$ cat src/sac_pkg.sv
// constants and types for the storage address check block
// How it works
// storage addresses are 22 bits and their top bit must be zero
// address registers are extension, middle and low bytes; extension bit 2 zero
// all three bytes belong to the register value, full 22 bits kept
// register writes not addressing storage ignore the extension byte
// register reads not addressing storage return a zero extension byte
// address below wrap point but beyond installed size raises address exception
// access into a block whose exception key is 0 raises address exception
// above 4194303 access address minus 4194303, exception if protection enabled
// software keeps instructions and half or full words on even addresses
// a byte group is addressed by its high-order byte, length given
// one instruction bit picks input or output for adapter transfers
// reduced variant limits the installed size check to 512 KB
// one presence bit per 4 KB block, absent block raises level 1 exception; with hard_sel_i set the code raises exc_hard_o instead
// an access that raises the exception never writes storage
package sac_pkg;
    localparam int ADDR_W = 22;
    localparam int CALC_W = 23;
    localparam int BLK_LSB = 12;
    localparam int BLK_W = 10;
    localparam int BLK_DEPTH = 1024;
    localparam int EXT_LSB = 16;
    localparam int EXT_BIT2_POS = 21;
    localparam logic [22:0] WRAP_POINT = 23'h3FFFFF;
    localparam logic [22:0] FULL_LIMIT = 23'h200000;
    localparam logic [22:0] REDUCED_LIMIT = 23'h080000;
    localparam logic [7:0] EXT_ZERO = 8'h00;
    localparam logic [1:0] LEN_ONE = 2'h0;

    typedef enum logic [0:0] {
        S_IDLE,
        S_LOOK
    } sac_state_t;

    typedef struct packed {
        sac_state_t st;
        logic [21:0] eff;
        logic wrapped;
        logic store;
        logic write;
        logic [1:0] len;
        logic [23:0] wdata;
        logic [23:0] rdata;
        logic mem_valid;
        logic mem_write;
        logic [21:0] mem_addr;
        logic [1:0] mem_len;
        logic reg_wr;
        logic [23:0] reg_wdata;
        logic rsp_valid;
        logic exc_irq;
        logic exc_hard;
        logic align_exc;
    } sac_regs_t;

    // wrap a computed address back into the 22-bit space
    function automatic logic [21:0] sac_wrap(input logic [22:0] a);
        logic [22:0] w;
        w = (a > WRAP_POINT) ? a - WRAP_POINT : a;
        return w[21:0];
    endfunction
endpackage

$ cat src/sac_pres_if.sv
// carrier between the address checker and its block presence store
`timescale 1ns/1ps
interface sac_pres_if;
    logic wr_en;
    logic [9:0] wr_blk;
    logic wr_val;
    logic [9:0] rd_blk;
    logic rd_val;
    modport mgr (output wr_en, output wr_blk, output wr_val, output rd_blk, input rd_val);
    modport mem (input wr_en, input wr_blk, input wr_val, input rd_blk, output rd_val);
endinterface

$ cat src/sac_top.sv
// storage address formation and checking for the central control unit
`timescale 1ns/1ps
module sac_top import sac_pkg::*; #(
    parameter logic [22:0] INSTALLED_BYTES = FULL_LIMIT,
    parameter bit REDUCED = 1'b0
) (
    // clock and reset
    input wire logic clk_i,
    input wire logic nrst_i,
    // request from program levels and cycle-steal users
    input wire logic req_valid_i,
    output logic req_ready_o,
    input wire logic req_store_i,
    input wire logic req_write_i,
    input wire logic req_io_i,
    input wire logic req_io_dir_i,
    input wire logic [1:0] req_len_i,
    input wire logic [22:0] req_addr_i,
    input wire logic [23:0] req_wdata_i,
    input wire logic [23:0] reg_rdata_i,
    // configuration
    input wire logic prot_en_i,
    input wire logic hard_sel_i,
    input wire logic pres_wr_i,
    input wire logic [9:0] pres_blk_i,
    input wire logic pres_val_i,
    // main storage side
    output logic mem_valid_o,
    output logic mem_write_o,
    output logic [21:0] mem_addr_o,
    output logic [1:0] mem_len_o,
    // register side
    output logic reg_wr_o,
    output logic [23:0] reg_wdata_o,
    // answer
    output logic rsp_valid_o,
    output logic [23:0] rsp_rdata_o,
    output logic exc_irq_o,
    output logic exc_hard_o,
    output logic align_exc_o
);
    // reduced variant caps the installed size
    localparam logic [22:0] LIMIT =
        (REDUCED && INSTALLED_BYTES > REDUCED_LIMIT) ? REDUCED_LIMIT : INSTALLED_BYTES;

    sac_regs_t q, d;
    sac_pres_if pres ();
    logic take;
    logic [21:0] req_eff;
    logic out_of_range;
    logic bad_addr;
    logic misalign;

    sac_pres_mem #(.DEPTH(BLK_DEPTH)) u_pres (
        .clk_i(clk_i),
        .nrst_i(nrst_i),
        .pres(pres)
    );

    // request handshake and presence lookup of the addressed block
    assign req_ready_o = (q.st == S_IDLE);
    assign take = req_valid_i && req_ready_o;
    assign req_eff = sac_wrap(req_addr_i);
    assign pres.wr_en = pres_wr_i;
    assign pres.wr_blk = pres_blk_i;
    assign pres.wr_val = pres_val_i;
    assign pres.rd_blk = req_eff[BLK_LSB +: BLK_W];

    // checks on the captured address; top bit set is always past the limit
    assign out_of_range = ({1'b0, q.eff} >= LIMIT);
    assign bad_addr = out_of_range || !pres.rd_val || (q.wrapped && prot_en_i);
    assign misalign = (q.len != LEN_ONE) && q.eff[0];

    // next state
    always_comb begin
        d = q;
        d.mem_valid = 1'b0;
        d.reg_wr = 1'b0;
        d.rsp_valid = 1'b0;
        d.exc_irq = 1'b0;
        d.exc_hard = 1'b0;
        d.align_exc = 1'b0;
        case (q.st)
            S_IDLE: begin
                if (take) begin
                    d.st = S_LOOK;
                    d.eff = req_eff;
                    d.wrapped = (req_addr_i > WRAP_POINT);
                    d.store = req_store_i;
                    d.write = req_io_i ? req_io_dir_i : req_write_i;
                    d.len = req_len_i;
                    d.wdata = req_wdata_i;
                    d.rdata = {EXT_ZERO, reg_rdata_i[EXT_LSB-1:0]};
                end
            end
            S_LOOK: begin
                d.st = S_IDLE;
                d.rsp_valid = 1'b1;
                if (q.store) begin
                    d.exc_irq = (bad_addr || misalign) && !hard_sel_i;
                    d.exc_hard = (bad_addr || misalign) && hard_sel_i;
                    d.align_exc = misalign;
                    d.mem_valid = !(bad_addr || misalign);
                    d.mem_write = q.write;
                    d.mem_addr = q.eff;
                    d.mem_len = q.len;
                end else begin
                    d.reg_wr = q.write;
                    d.reg_wdata = {EXT_ZERO, q.wdata[EXT_LSB-1:0]};
                end
            end
            default: begin
                d.st = S_IDLE;
            end
        endcase
    end

    // state register
    always_ff @(posedge clk_i) begin
        if (!nrst_i) begin
            q <= '0;
        end else begin
            q <= d;
        end
    end

    // outputs straight from flops
    assign mem_valid_o = q.mem_valid;
    assign mem_write_o = q.mem_write;
    assign mem_addr_o = q.mem_addr;
    assign mem_len_o = q.mem_len;
    assign reg_wr_o = q.reg_wr;
    assign reg_wdata_o = q.reg_wdata;
    assign rsp_valid_o = q.rsp_valid;
    assign rsp_rdata_o = q.rdata;
    assign exc_irq_o = q.exc_irq;
    assign exc_hard_o = q.exc_hard;
    assign align_exc_o = q.align_exc;
endmodule

$ cat src/sac_pres_mem.sv
// one presence bit per 4 KB storage block, registered read
`timescale 1ns/1ps
module sac_pres_mem import sac_pkg::*; #(
    parameter int DEPTH = BLK_DEPTH
) (
    // clock and reset
    input wire logic clk_i,
    input wire logic nrst_i,
    // store port
    sac_pres_if.mem pres
);
    logic bits_q [DEPTH];
    logic rd_q;

    // presence bits are loaded by software before use, they have no reset
    always_ff @(posedge clk_i) begin
        if (pres.wr_en) begin
            bits_q[pres.wr_blk] <= pres.wr_val;
        end
    end

    // read data out of a flop, a new write shows on the next read
    always_ff @(posedge clk_i) begin
        if (!nrst_i) begin
            rd_q <= 1'b0;
        end else begin
            rd_q <= bits_q[pres.rd_blk];
        end
    end

    assign pres.rd_val = rd_q;
endmodule

$ cat config.mk
export PLATFORM = sky130hd
export DESIGN_NAME = sac_top
export DESIGN_NICKNAME = d
export VERILOG_FILES = /design/src/sac_pkg.sv /design/src/sac_pres_if.sv /design/src/sac_top.sv /design/src/sac_pres_mem.sv
export SDC_FILE = /design/constraint.sdc
export NUM_CORES = 2
export LEC_CHECK = 0
export ABC_CLOCK_PERIOD_IN_PS = 5230
export BUFFER_PORTS_ARGS = -buffer_cell sky130_fd_sc_hd__buf_4
export CAP_MARGIN = 20
export CORE_UTILIZATION = 60
export DETAILED_ROUTE_END_ITERATION = 6
export PLACE_DENSITY = 0.77
export SLEW_MARGIN = 20
export SYNTH_ARGS = -nofsm -noshare
export SYNTH_HDL_FRONTEND = slang
export SYNTH_SLANG_ARGS = --single-unit
export TNS_END_PERCENT = 100
$ cat constraint.sdc
create_clock -name clk_i -period 5.23 [get_ports clk_i]
set_clock_uncertainty 0.1 [all_clocks]
set_input_delay 1.046 -clock clk_i [delete_from_list [all_inputs] [get_ports clk_i]]
set_output_delay 1.046 -clock clk_i [all_outputs]
set_load 0.01 [all_outputs]
==> out/qor.csv <==
stage,metric,value,unit
outcome,status,"finished, violations left",
outcome,violations,design-rule violations,
place,portBuffers,141,
sta,period_share,92.1,%
die,die_h,294,um
die,core_area,84000,sq um
routing,drc,4,
sta,final_hold_viol_count,0,
synthesis,synth.area.mux_share,3.40,%
worst_setup_path,startpoint_type,input pin,
grt,grt_pass1_vias,37100,
worst_setup_path,crit_path_cell_trace,buf_4 -> ha_1 -> nand2_1 -> buf_4 -> o41ai_1 -> buf_4 -> nand2_4 -> buf_4 -> nor2_2 -> buf_4 -> a32oi_1 -> a21oi_1 -> o21ai_0 -> and4_1 -> a211oi_1 -> o21ai_1 -> o311a_1,
routing,dr.pass1.iters,7,
power,power.density,334,nW/um^2
grt,grt_start_max_net_pins,149,
sta,final_max_slew_viol_count,0,
sta,maxSlewHeadroom,16.8,%
place,place_inst,5788,
synthesis,synth_flop_cell,edfxtp_1,
clock_tree,cts_root_buffer,clkbuf_16,
synthesis,ys_warn_count,0,
synthesis,yosysTopAreaCellShare,60.2,%
sta,fin_ws,411,ps
min_path,worstHoldPathCells,2,
place,place_worst_setup_slack,98.9,ps
clock_tree,cts.hold.buffers_added,0,
grt,antenna_found_initial,5,
place,dpl_cell_area,54000,sq um
synthesis,synthArstFlopShare,0,%
place,gp_congestion,0.925,
synthesis,synth-edff-count,1024,
sta,tightest_slew,1240,ps
synthesis,ys_types,73,
clock_tree,cts_resized,0,
power,finalPower,19.3,mW
die,io_pins,174,
worst_setup_path,worst-path-stages,17,
clock_tree,cts.clk_slew.worst_paths,60,ps
final_layout,drive_above_1_share,13.7,%
worst_setup_path,worstSetupStartpoint,req_addr_i[0],
synthesis,synth_simple_gate_area_share,17.9,%
flow_run,max_cap_viol_count,0,
routing,dr_total_vias,39800,
worst_setup_path,r2r_start,u_pres.bits_q[314],
synthesis,synth_compound_area_share,9.26,%
sta,min_period,4820,ps
routing,drtIter0Drc,7261,
worst_setup_path,crit_required,5700,ps
place,place_hpwl,94800,um
sta,max_freq,0.208,GHz
clock_tree,numCtsBuffers,114,
synthesis,synthAdderAreaFrac,0.0245,%
final_layout,instances_no_fill,6000,
clock_tree,clk_latency,700,ps
clock_tree,cts_tree,yes,
clock_tree,cts_sinks,1132,
worst_setup_path,r2r_setup_slack,2170,ps
final_layout,area_delta_synth_final,12.9,%
final_layout,final_area,57600,sq um
worst_setup_path,worstRegToRegCells,11,
synthesis,ys_seq_elements,1132,
worst_setup_path,criticalPathCategory,input pin to register,
synthesis,synth-xor-area-share,0.394,%
final_layout,layout_common_cells,"1079 x nor2_1, 1024 x edfxtp_1, 772 x nand2_1, 377 x buf_4, 131 x a21oi_1",
worst_setup_path,crit_slowest_cell,nor2_2,
die,rows,106,
sta,worst_hold_slack,363,ps
power,leakage,19.1,nW
synthesis,synth_top_family_by_area,simple AND/OR/NAND/NOR gates,
synthesis,syn_area_per_cell,10.8,sq um
die,start_util,60.8,%
power,max-vdd-ir-drop,331,uV
worst_setup_path,cpPeakStageDelay,670,ps
worst_setup_path,r2r-end,u_pres.pres.rd_val,
routing,wl_per_cell,27.2,um
grt,grt_overflow,0,
synthesis,netlist_area,51100,sq um
sta,rsz0062_at_grt,false,
routing,final_antenna_net_count,0,
final_layout,nets,4865,
synthesis,yosys-top-cells-area,"edfxtp_1 60%, nor2_1 8.0%, nand2_1 5.9%, dfxtp_1 4.2%, mux2i_1 2.2%",
min_path,hold_class,register to register,
final_layout,layout_commonest_cell,nor2_1,
sta,setup_viol,0,
die,die_w,294,um
worst_setup_path,critPathCaptureType,register,
worst_setup_path,worstPathArrival,5290,ps
worst_setup_path,cp.buffers_inverters,5,
worst_setup_path,cp_max_fo,17,
worst_setup_path,critical-path-top-delay-family,compound AO/OA/AOI/OAI gates,
worst_setup_path,crit_path_frequent_cell,buf_4,
synthesis,synth_seq_area_share,64.4,%
final_layout,fin_util,68.7,%
routing,wl,163000,um
routing,via_per_inst,6.63,
sta,fin_setup_tns,0,ps
synthesis,yosys.area.top_type,edfxtp_1,
clock_tree,cts-htree-levels,3,
synthesis,synth_cells,4717,
worst_setup_path,critPathCapture,u_pres.pres.rd_val,
grt,track_usage,37.4,%
clock_tree,cts_setup_buffers,0,
clock_tree,max-clock-path-buffers,3,
grt,grt_pass1_wl,236000,um
die,design.die.area,86300,sq um
[worst reg2reg max path: cells and delay by family, from the launching register on]
family	cells	cell delay [ps]
AO/OA/AOI/OAI	8	1910
buffers and inverters	2	400
flip-flops	1	370
AND/OR/NAND/NOR	1	160
[area by class of cell]
class | instances | area, sq um
antenna | 2 | 5.00
clock buffer | 143 | 2990
clock inverter | 67 | 578
fill | 5987 | 26300
inverter | 9 | 33.8
multi-input combinational | 3098 | 16100
sequential | 1132 | 32900
tap | 1134 | 1420
timing repair buffer | 415 | 3590
[metal layers]
| metal | track usage, % | routed length (um) | vias to the layer above |
|---|---|---|---|
| met2 | 56.1 | 71800 | 3240 |
| li1 | - | - | 16700 |
| met4 | 19.8 | 10500 | 6 |
| met1 | 49.4 | 54700 | 19100 |
| met5 | 0 | 40 | - |
| met3 | 10.9 | 26300 | 684 |
[how the worst min path moves through the flow]
stage,start,end
floorplan,q[118],mem_addr_o[10]
global placement,q[91],reg_wdata_o[12]
detailed placement,q[87],reg_wdata_o[8]
CTS,mem_addr_o[4],mem_addr_o[4]
global route,q[79],reg_wdata_o[0]
finish,mem_addr_o[4],mem_addr_o[4]
[cells in the mapped netlist (62+ instances only)]
cell type,instances
nor2_1,1083
edfxtp_1,1024
nand2_1,804
clkbuf_1,278
a21oi_1,132
nand3_1,128
mux2i_1,114
dfxtp_1,108
o21ai_0,100
buf_4,84
a21boi_0,77
and3_1,73
buf_1,66
a211oi_1,62
[kinds of logic (layout without fill, tap and decap cells)]
family	after synthesis	count (layout)
xor+xnor	23	23
mux	146	146
other cells	1	18
buf+inv	502	634
fa+ha+maj	1	1
simple gates	2230	2230
flops	1132	1132
compound gates	682	682
[where the power goes]
group | switching, mW | internal, mW | leakage [nW]
Sequential | 0.0210 | 9.89 | 10.1
Combinational | 0.973 | 0.449 | 7.30
Clock | 3.47 | 4.48 | 1.74
Total | 4.46 | 14.8 | 19.1
[flip-flops by register name, indices dropped and copies added, names as in the netlist]
name / cells
u_pres.bits_q: 1024
q: 44
mem_addr_o: 22
reg_wdata_o: 16
rsp_rdata_o: 16
mem_len_o: 2
align_exc_o: 1
exc_hard_o: 1
exc_irq_o: 1
mem_valid_o: 1
mem_write_o: 1
reg_wr_o: 1
rsp_valid_o: 1
u_pres.pres.rd_val: 1
Power figures use the tool's default switching activity.
